### config.mk
export PLATFORM = sky130hd
export DESIGN_NAME = auto_reload_timer_split
export DESIGN_NICKNAME = d
export VERILOG_FILES = /design/src/design/timer_pkg.sv /design/src/design/tick_if.sv /design/src/design/auto_reload_timer_split.sv /design/src/design/count_tick_gen.sv
export VERILOG_INCLUDE_DIRS = /design/src /design/src/design
export SDC_FILE = /design/constraint.sdc
export NUM_CORES = 1
export LEC_CHECK = 0
export BUFFER_PORTS_ARGS = -buffer_cell sky130_fd_sc_hd__clkbuf_2
export CAP_MARGIN = 40
export CORE_MARGIN = 2
export CORE_UTILIZATION = 32
export DETAILED_ROUTE_END_ITERATION = 16
export SLEW_MARGIN = 0
export SYNTH_ARGS = -nofsm -noshare
export SYNTH_HDL_FRONTEND = slang
export SYNTH_HIERARCHICAL = 1
export SYNTH_SLANG_ARGS = --single-unit
### constraint.sdc
create_clock -name aclk -period 4.7 [get_ports aclk]
set_input_delay 0 -clock aclk [delete_from_list [all_inputs] [get_ports aclk]]
set_output_delay 0 -clock aclk [all_outputs]
set_load 0.05 [all_outputs]
### src/design/timer_regs.svh
// Register offsets, field positions, reset values and divider counts of the timer
`ifndef TIMER_REGS_SVH
`define TIMER_REGS_SVH

`define CTRL_OFS 8'h00
`define RELOAD_LOW_OFS 8'h04
`define RELOAD_HIGH_OFS 8'h08
`define LOW_COUNT_OFS 8'h0c
`define HIGH_COUNT_OFS 8'h10
`define CLKCTL_OFS 8'h14
`define EXT_IE_OFS 8'h18
`define IRQ_STATUS_OFS 8'h1c
`define IRQ_MASK_OFS 8'h20

`define HOF_BIT 7
`define LOF_BIT 6
`define LOF_IE_BIT 5
`define SPLIT_BIT 3
`define RUN_BIT 2
`define XCLK_BIT 0

`define FAST_LOW_BIT 0
`define FAST_HIGH_BIT 1
`define CAPTURE_BIT 4
`define TIMER_IE_BIT 7

`define STAT_HIGH_BIT 0
`define STAT_LOW_BIT 1

`define BYTE_ZERO 8'h00
`define BYTE_MAX 8'hff
`define WORD_MAX 16'hffff
`define WORD_ONE 16'h0001
`define BYTE_ONE 8'h01
`define STAT_ZERO 2'h0

`define SYS_DIV_LAST 4'hb
`define SYS_DIV_ZERO 4'h0
`define SYS_DIV_ONE 4'h1
`define EXT_DIV_LAST 3'h7
`define EXT_DIV_ZERO 3'h0
`define EXT_DIV_ONE 3'h1

`endif

### src/design/timer_pkg.sv
// Types shared by the timer modules
package timer_pkg;
   typedef logic [7:0] byte_t;
   typedef logic [7:0] addr_t;
   typedef enum logic [1:0] {
      resp_okay = 2'b00,
      resp_slverr = 2'b10
   } axi_resp_t;
endpackage : timer_pkg

### src/design/tick_if.sv
// Count clock selection and tick strobes between timer core and tick generator
`timescale 1ns/10ps
interface tick_if;
   // Index 0 is the low half, index 1 the high half
   logic [1:0] fast;
   logic ext_sel;
   logic [1:0] tick;
   modport gen (input fast, input ext_sel, output tick);
   modport user (output fast, output ext_sel, input tick);
endinterface : tick_if

### src/design/auto_reload_timer_split.sv
// Split-capable auto-reload timer with AXI4-Lite register slave and interrupt
//
// Chosen here: the AXI4-Lite register port and the address map.
`timescale 1ns/10ps
`include "timer_regs.svh"

// Notes on behaviour
// - Timer is two eight-bit count bytes, low and high, both software readable and writable.
// - Split select clear runs both bytes as one sixteen-bit auto-reload timer.
// - Count clocks: system, system over twelve, external over eight synchronised.
// - Sixteen-bit overflow loads both reload bytes and sets high overflow flag.
// - Sixteen-bit mode: timer interrupt enable requests interrupt on every overflow.
// - Sixteen-bit mode: low-overflow enable also requests on each low byte wrap.
// - Split set, capture clear: two separate eight-bit auto-reload timers.
// - Split mode: each byte reloads from its own reload byte.
// - Split mode: run control gates only high byte; low byte counts whenever capture is clear.
// - Fast select picks system clock, else external select picks ext/8 or sys/12.
// - Split mode: each byte wrap sets its own overflow flag.
// - Split mode: timer interrupt enable requests on each high byte overflow.
// - Split mode with low enable: interrupt on either byte overflow.
// - Overflow flags stay set until software clears them explicitly.
// - Control layout: flags 7,6, low enable 5, split 3, run 2, ext 0.
module auto_reload_timer_split (
   input wire logic aclk,
   input wire logic aresetn,
   input wire logic ext_clk,
   input wire timer_pkg::addr_t awaddr,
   input wire logic awvalid,
   output logic awready,
   input wire logic [31:0] wdata,
   input wire logic [3:0] wstrb,
   input wire logic wvalid,
   output logic wready,
   output timer_pkg::axi_resp_t bresp,
   output logic bvalid,
   input wire logic bready,
   input wire timer_pkg::addr_t araddr,
   input wire logic arvalid,
   output logic arready,
   output logic [31:0] rdata,
   output timer_pkg::axi_resp_t rresp,
   output logic rvalid,
   input wire logic rready,
   output logic irq
);
   import timer_pkg::*;

   function automatic logic addr_known(input addr_t a);
      if (a == `CTRL_OFS) addr_known = 1'b1;
      else if (a == `RELOAD_LOW_OFS) addr_known = 1'b1;
      else if (a == `RELOAD_HIGH_OFS) addr_known = 1'b1;
      else if (a == `LOW_COUNT_OFS) addr_known = 1'b1;
      else if (a == `HIGH_COUNT_OFS) addr_known = 1'b1;
      else if (a == `CLKCTL_OFS) addr_known = 1'b1;
      else if (a == `EXT_IE_OFS) addr_known = 1'b1;
      else if (a == `IRQ_STATUS_OFS) addr_known = 1'b1;
      else if (a == `IRQ_MASK_OFS) addr_known = 1'b1;
      else addr_known = 1'b0;
   endfunction : addr_known

   tick_if tk ();

   addr_t aw_addr_q;
   byte_t wdata_q;
   logic wstrb_q;
   logic aw_full;
   logic w_full;
   logic wr_en;
   logic rd_take;
   byte_t rd_value;

   byte_t low_count_byte;
   byte_t high_count_byte;
   byte_t reload_low_byte;
   byte_t reload_high_byte;
   logic high_overflow_flag;
   logic low_overflow_flag;
   logic low_overflow_irq_enable;
   logic split_select;
   logic run_control;
   logic external_clock_select;
   logic low_half_fast_clock_select;
   logic high_half_fast_clock_select;
   logic capture_enable;
   logic timer_irq_enable;
   logic [1:0] irq_status;
   logic [1:0] irq_mask;

   byte_t next_low;
   byte_t next_high;
   logic low_ovf;
   logic high_ovf;
   logic wr_ctrl;
   logic wr_low;
   logic wr_high;
   logic rd_status;

   count_tick_gen count_tick_gen_inst (
      .aclk(aclk),
      .aresetn(aresetn),
      .ext_clk(ext_clk),
      .tk(tk)
   );

   assign tk.fast = {high_half_fast_clock_select, low_half_fast_clock_select};
   assign tk.ext_sel = external_clock_select;

   ////////////////////////////////////////////////////////////////////////////
   // Write channel: address and data taken in either order
   always_ff @(posedge aclk) begin
      if (!aresetn) begin
         awready <= 1'b0;
         aw_full <= 1'b0;
         aw_addr_q <= `BYTE_ZERO;
      end else if (awvalid && awready) begin
         awready <= 1'b0;
         aw_full <= 1'b1;
         aw_addr_q <= awaddr;
      end else if (bvalid && bready) begin
         awready <= 1'b1;
         aw_full <= 1'b0;
      end else if (!aw_full) begin
         awready <= 1'b1;
      end
   end

   always_ff @(posedge aclk) begin
      if (!aresetn) begin
         wready <= 1'b0;
         w_full <= 1'b0;
         wdata_q <= `BYTE_ZERO;
         wstrb_q <= 1'b0;
      end else if (wvalid && wready) begin
         wready <= 1'b0;
         w_full <= 1'b1;
         wdata_q <= wdata[7:0];
         wstrb_q <= wstrb[0];
      end else if (bvalid && bready) begin
         wready <= 1'b1;
         w_full <= 1'b0;
      end else if (!w_full) begin
         wready <= 1'b1;
      end
   end

   assign wr_en = aw_full && w_full && !bvalid;

   always_ff @(posedge aclk) begin
      if (!aresetn) begin
         bvalid <= 1'b0;
         bresp <= resp_okay;
      end else if (wr_en) begin
         bvalid <= 1'b1;
         bresp <= addr_known(aw_addr_q) ? resp_okay : resp_slverr;
      end else if (bready) begin
         bvalid <= 1'b0;
      end
   end

   // Registers live in byte lane zero only
   assign wr_ctrl = wr_en && wstrb_q && (aw_addr_q == `CTRL_OFS);
   assign wr_low = wr_en && wstrb_q && (aw_addr_q == `LOW_COUNT_OFS);
   assign wr_high = wr_en && wstrb_q && (aw_addr_q == `HIGH_COUNT_OFS);

   ////////////////////////////////////////////////////////////////////////////
   // Read channel
   assign rd_take = arvalid && arready;
   assign rd_status = rd_take && (araddr == `IRQ_STATUS_OFS);

   always_comb begin
      rd_value = `BYTE_ZERO;
      if (araddr == `CTRL_OFS) begin
         rd_value[`HOF_BIT] = high_overflow_flag;
         rd_value[`LOF_BIT] = low_overflow_flag;
         rd_value[`LOF_IE_BIT] = low_overflow_irq_enable;
         rd_value[`SPLIT_BIT] = split_select;
         rd_value[`RUN_BIT] = run_control;
         rd_value[`XCLK_BIT] = external_clock_select;
      end else if (araddr == `RELOAD_LOW_OFS) begin
         rd_value = reload_low_byte;
      end else if (araddr == `RELOAD_HIGH_OFS) begin
         rd_value = reload_high_byte;
      end else if (araddr == `LOW_COUNT_OFS) begin
         rd_value = low_count_byte;
      end else if (araddr == `HIGH_COUNT_OFS) begin
         rd_value = high_count_byte;
      end else if (araddr == `CLKCTL_OFS) begin
         rd_value[`FAST_LOW_BIT] = low_half_fast_clock_select;
         rd_value[`FAST_HIGH_BIT] = high_half_fast_clock_select;
         rd_value[`CAPTURE_BIT] = capture_enable;
      end else if (araddr == `EXT_IE_OFS) begin
         rd_value[`TIMER_IE_BIT] = timer_irq_enable;
      end else if (araddr == `IRQ_STATUS_OFS) begin
         rd_value[1:0] = irq_status;
      end else if (araddr == `IRQ_MASK_OFS) begin
         rd_value[1:0] = irq_mask;
      end
   end

   always_ff @(posedge aclk) begin
      if (!aresetn) begin
         arready <= 1'b0;
         rvalid <= 1'b0;
         rdata <= 32'h0000_0000;
         rresp <= resp_okay;
      end else if (rd_take) begin
         arready <= 1'b0;
         rvalid <= 1'b1;
         rdata <= {24'h00_0000, rd_value};
         rresp <= addr_known(araddr) ? resp_okay : resp_slverr;
      end else if (rvalid && rready) begin
         arready <= 1'b1;
         rvalid <= 1'b0;
      end else if (!rvalid) begin
         arready <= 1'b1;
      end
   end

   ////////////////////////////////////////////////////////////////////////////
   // Configuration registers
   always_ff @(posedge aclk) begin
      if (!aresetn) begin
         reload_low_byte <= `BYTE_ZERO;
         reload_high_byte <= `BYTE_ZERO;
         low_overflow_irq_enable <= 1'b0;
         split_select <= 1'b0;
         run_control <= 1'b0;
         external_clock_select <= 1'b0;
         low_half_fast_clock_select <= 1'b0;
         high_half_fast_clock_select <= 1'b0;
         capture_enable <= 1'b0;
         timer_irq_enable <= 1'b0;
         irq_mask <= `STAT_ZERO;
      end else if (wr_en && wstrb_q) begin
         if (aw_addr_q == `CTRL_OFS) begin
            low_overflow_irq_enable <= wdata_q[`LOF_IE_BIT];
            split_select <= wdata_q[`SPLIT_BIT];
            run_control <= wdata_q[`RUN_BIT];
            external_clock_select <= wdata_q[`XCLK_BIT];
         end else if (aw_addr_q == `RELOAD_LOW_OFS) begin
            reload_low_byte <= wdata_q;
         end else if (aw_addr_q == `RELOAD_HIGH_OFS) begin
            reload_high_byte <= wdata_q;
         end else if (aw_addr_q == `CLKCTL_OFS) begin
            low_half_fast_clock_select <= wdata_q[`FAST_LOW_BIT];
            high_half_fast_clock_select <= wdata_q[`FAST_HIGH_BIT];
            capture_enable <= wdata_q[`CAPTURE_BIT];
         end else if (aw_addr_q == `EXT_IE_OFS) begin
            timer_irq_enable <= wdata_q[`TIMER_IE_BIT];
         end else if (aw_addr_q == `IRQ_MASK_OFS) begin
            irq_mask <= wdata_q[1:0];
         end
      end
   end

   ////////////////////////////////////////////////////////////////////////////
   // Counter next state
   always_comb begin
      next_low = low_count_byte;
      next_high = high_count_byte;
      low_ovf = 1'b0;
      high_ovf = 1'b0;
      if (!split_select) begin
         if (run_control && tk.tick[0]) begin
            if (low_count_byte == `BYTE_MAX) begin
               low_ovf = 1'b1;
            end
            if ({high_count_byte, low_count_byte} == `WORD_MAX) begin
               next_low = reload_low_byte;
               next_high = reload_high_byte;
               high_ovf = 1'b1;
            end else begin
               {next_high, next_low} = {high_count_byte, low_count_byte} + `WORD_ONE;
            end
         end
      end else if (!capture_enable) begin
         if (tk.tick[0]) begin
            if (low_count_byte == `BYTE_MAX) begin
               next_low = reload_low_byte;
               low_ovf = 1'b1;
            end else begin
               next_low = low_count_byte + `BYTE_ONE;
            end
         end
         if (run_control && tk.tick[1]) begin
            if (high_count_byte == `BYTE_MAX) begin
               next_high = reload_high_byte;
               high_ovf = 1'b1;
            end else begin
               next_high = high_count_byte + `BYTE_ONE;
            end
         end
      end
      if (wr_low) begin
         next_low = wdata_q;
      end
      if (wr_high) begin
         next_high = wdata_q;
      end
   end

   always_ff @(posedge aclk) begin
      if (!aresetn) begin
         low_count_byte <= `BYTE_ZERO;
         high_count_byte <= `BYTE_ZERO;
      end else begin
         low_count_byte <= next_low;
         high_count_byte <= next_high;
      end
   end

   ////////////////////////////////////////////////////////////////////////////
   // sticky flags, set beats clear
   always_ff @(posedge aclk) begin
      if (!aresetn) begin
         high_overflow_flag <= 1'b0;
         low_overflow_flag <= 1'b0;
      end else begin
         high_overflow_flag <= (wr_ctrl ? wdata_q[`HOF_BIT] : high_overflow_flag) | high_ovf;
         low_overflow_flag <= (wr_ctrl ? wdata_q[`LOF_BIT] : low_overflow_flag) | low_ovf;
      end
   end

   // Read of status clears it, but a same-cycle event survives
   always_ff @(posedge aclk) begin
      if (!aresetn) begin
         irq_status <= `STAT_ZERO;
      end else begin
         irq_status <= (rd_status ? `STAT_ZERO : irq_status) | {low_ovf, high_ovf};
      end
   end

   always_ff @(posedge aclk) begin
      if (!aresetn) begin
         irq <= 1'b0;
      end else begin
         irq <= timer_irq_enable &&
            |(irq_status & irq_mask & {low_overflow_irq_enable, 1'b1});
      end
   end
endmodule : auto_reload_timer_split

### src/design/count_tick_gen.sv
// Prescalers and external clock synchroniser producing per-half count ticks
`timescale 1ns/10ps
module count_tick_gen (
   input wire logic aclk,
   input wire logic aresetn,
   input wire logic ext_clk,
   tick_if.gen tk
);
   import timer_pkg::*;

   logic [2:0] ext_sync;
   logic ext_level;
   logic ext_rise;
   logic [2:0] ext_div;
   logic ext_tick;
   logic [3:0] sys_div;
   logic sys_tick;

   ////////////////////////////////////////////////////////////////////////////
   // external clock synchronised
   always_ff @(posedge aclk) begin
      if (!aresetn) begin
         ext_sync <= 3'h0;
      end else begin
         ext_sync <= {ext_sync[1:0], ext_clk};
      end
   end

   // Level only moves once second and third stages agree
   always_ff @(posedge aclk) begin
      if (!aresetn) begin
         ext_level <= 1'b0;
      end else if (ext_sync[1] == ext_sync[2]) begin
         ext_level <= ext_sync[2];
      end
   end

   assign ext_rise = (ext_sync[1] == ext_sync[2]) && ext_sync[2] && !ext_level;

   always_ff @(posedge aclk) begin
      if (!aresetn) begin
         ext_div <= `EXT_DIV_ZERO;
      end else if (ext_rise) begin
         ext_div <= (ext_div == `EXT_DIV_LAST) ? `EXT_DIV_ZERO : ext_div + `EXT_DIV_ONE;
      end
   end

   assign ext_tick = ext_rise && (ext_div == `EXT_DIV_LAST);

   always_ff @(posedge aclk) begin
      if (!aresetn) begin
         sys_div <= `SYS_DIV_ZERO;
      end else begin
         sys_div <= (sys_div == `SYS_DIV_LAST) ? `SYS_DIV_ZERO : sys_div + `SYS_DIV_ONE;
      end
   end

   assign sys_tick = (sys_div == `SYS_DIV_LAST);

   ////////////////////////////////////////////////////////////////////////////
   // per-half source select
   for (genvar i = 0; i < 2; i++) begin : g_half
      assign tk.tick[i] = tk.fast[i] ? 1'b1 : (tk.ext_sel ? ext_tick : sys_tick);
   end
endmodule : count_tick_gen

==> qor.csv <==
stage,metric,value,unit
run_status,status,"finished, final reports clean",
clock_tree,worstSkewPairLatency,350,ps
detailed_routing,ant_nets,0,
placement,port_buffers,48,
die,die_h,129,um
timing,rsz0062_at_grt,false,
pwr,p_total,1.69,mW
synthesis,syn_inst,614,
cells_and_area,layout_common_cells,"dfxtp_1, nand2_1, a21oi_1",
cells_and_area,filler_cell_count,1570,
global_routing,grt_max_degree,61,
hold_path,hold_path.class,in -> reg,
timing,slew_headroom,43.4,%
placement,dp_hpwl,10900,um
pwr,clockPowerShare,40.9,%
cells_and_area,layout_commonest_cell,dfxtp_1,
timing,period_needed,2630,ps
placement,placed_area,0.00532,mm2
cells_and_area,final_area,0.00580,mm2
clock_tree,clockRootBuffer,clkbuf_16,
timing,slew_violations,0,
setup_path,arrival,2890,ps
clock_tree,cts_tree,yes,
setup_path,crit_path_max_fanout,7,
pwr,comb_power_share,10.7,%
timing,hold_viol,0,
setup_path,cp-end-kind,flop,
die,core,0.0153,mm2
pwr,power_leakage,2.08,nW
clock_tree,cts_resized,0,
clock_tree,clkTransAtPathRegs,70,ps
setup_path,required,4950,ps
cells_and_area,syn2layout_area_growth,15.3,%
pwr,p_seq_share,48.4,%
synthesis,ys.flop_type,dfxtp_1,
global_routing,grt_first_pass_wirelength,23400,um
placement,gp_congestion,0.899,
cells_and_area,final_net_count,732,
die,start_util,33.0,%
clock_tree,clock-sinks,92,
synthesis,syn_area,0.00503,mm2
synthesis,seq_area_frac_synth,36.6,%
detailed_routing,routed_wl,14900,um
detailed_routing,first_pass_iters,7,
flow_run,maxCapViolCount,0,
timing,worstMarginPinSlew,847,ps
pwr,switching_share,28.4,%
cells_and_area,fin_util,38.0,%
timing,fin_crit_sh,56.0,%
synthesis,synth_async_sr_flop_share,0,%
detailed_routing,viasPerCell,5.42,
synthesis,synth_top_area_share,36.6,%
global_routing,antenna_found_initial,0,
synthesis,synth_edf_count,0,
global_routing,grt_pass1_vias,4415,
setup_path,crit_type,reg -> reg,
global_routing,grt_remaining_overflow,0,
synthesis,yosysWarnings,6,
cells_and_area,drive_above_1_share,13.1,%
placement,preCtsSetupSlack,2140,ps
die,rows,45,
timing,fin_ws,2070,ps
cells_and_area,diodes,0,
pwr,power.switching,480,uW
die,design.die.area,0.0167,mm2
detailed_routing,num_vias,4780,
synthesis,synth_top_area_cell,dfxtp_1,
setup_path,worstSetupStartpointType,flop,
synthesis,synthTopCellsByArea,"dfxtp_1, a21oi_1, nand2_1, nand3_1, buf_4",
timing,timing.fmax,0.380,GHz
clock_tree,clockBufferDepth,2,
clock_tree,numCtsBuffers,9,
pwr,peakVddDrop,0.269,mV
timing,clock_skew,5.69,ps
pwr,p_int,1.21,mW
die,fp.dieW,129,um
detailed_routing,drc_errors,0,
detailed_routing,routedWlPerCell,16.9,um
pwr,powerDensity,292,mW/mm2
synthesis,avgSynthCellArea,8.19,um2
timing,setup_viol,0,
synthesis,synth_cell_types,77,
synthesis,ys_seq_elements,92,
detailed_routing,drtIter0Drc,391,
die,io_pins,102,
global_routing,grt_usage,18.1,%
clock_tree,ctsHtreeMaxLevel,3,
timing,fin_setup_tns,0,ps
-- cell usage after synthesis, types with 7 or more instances --
| library cell | n |
|---|---|
| nor3_1 | 16 |
| buf_4 | 26 |
| and2_1 | 9 |
| mux2i_1 | 19 |
| nor4_1 | 8 |
| nand2_1 | 86 |
| dfxtp_1 | 92 |
| nand4_1 | 9 |
| and3_1 | 10 |
| nor2b_1 | 10 |
| nand3_1 | 39 |
| nor2_1 | 34 |
| inv_1 | 7 |
| a21oi_1 | 67 |
| o21ai_0 | 22 |
| or3_1 | 7 |
| clkbuf_1 | 19 |
-- path summary, 6_finish.rpt --
path / startpoint / to / cells past startpoint / slack [ps]
hold / removal: araddr[0] / rdata[7] / 4 / 90
setup / recovery: count_tick_gen_inst/sys_div[0] / high_count_byte[0] / 9 / 2070
hold reg to reg: count_tick_gen_inst/ext_sync[0] / count_tick_gen_inst/ext_sync[1] / 1 / 430
setup reg to reg: count_tick_gen_inst/sys_div[0] / high_count_byte[0] / 9 / 2070
-- routing by layer --
metal  track usage, %  part of all wire, %  routed length [um]  vias up
li1                 -                    -                   -     2328
met1             24.3                   45                6730     2240
met2             28.3                   45                6780      189
met3             4.13                  7.0                1040       23
met4             6.84                  2.4                 363        0
met5                0                    0                   0        -
-- critical path, cell delays in order (launching register included) --
cell      delay (ps)
dfxtp_1          350
ha_1             220
nand3b_1         130
o21ai_1          220
or2_1            190
nand4b_1         190
a21boi_1         280
or4_1            550
and3_1           180
o31ai_1          220
-- through the flow --
| stage | cells | hold WS [ps] |
|---|---|---|
| after floorplan | 639 | 127 |
| after global routing | 882 | 132 |
| after detailed placement | 846 | 233 |
| final | 882 | 92.1 |
| after global placement | 845 | 230 |
| after CTS | 882 | 77.1 |
-- kinds of logic after synthesis --
kind of cell	synth area share (%)
muxes	5.13
DFF	36.6
other	0.0746
adders and majority gates	1.49
xor gates and xnor gates	0.697
buffers and inverters	6.94
and+or+nand+nor	28.7
AOI/OAI and AO/OA	20.3
-- power groups by stage --
stage | logic, mW | clock network, mW | registers, mW
after floorplan | 0.135 | 0 | 0.844
after global placement | 0.164 | 0 | 0.836
after detailed placement | 0.167 | 0 | 0.837
after CTS | 0.180 | 0.711 | 0.819
after global routing | 0.195 | 0.736 | 0.821
final | 0.181 | 0.692 | 0.819
-- final cells by class --
type                            count  area, um2  area share (%)
Clock buffer                       10        229            3.95
Clock inverter                      6       46.3           0.798
Inverter                            9       33.8           0.583
Multi-Input combinational cell    484       2930            50.6
Sequential cell                    92       1840            31.8
Tap cell                          211        264            4.55
Timing Repair Buffer               70        452            7.79
-- sequential cells by signal, indices dropped and copies added (netlist names), 2 cells and up --
name and flops:
wdata_q 8, reload_high_byte 8, high_count_byte 8, aw_addr_q 8, low_count_byte 8, irq_mask 2
irq_status 2, rdata 8, reload_low_byte 8, count_tick_gen_inst/ext_sync 3, count_tick_gen_inst/ext_div 3, count_tick_gen_inst/sys_div 4
-- timing repair --
item,4_1_cts,5_1_grt
hold buffers,20,0
endpoints found under the hold margin,22,0
buffers inserted,0,0
(Power assumes the default switching activity.)
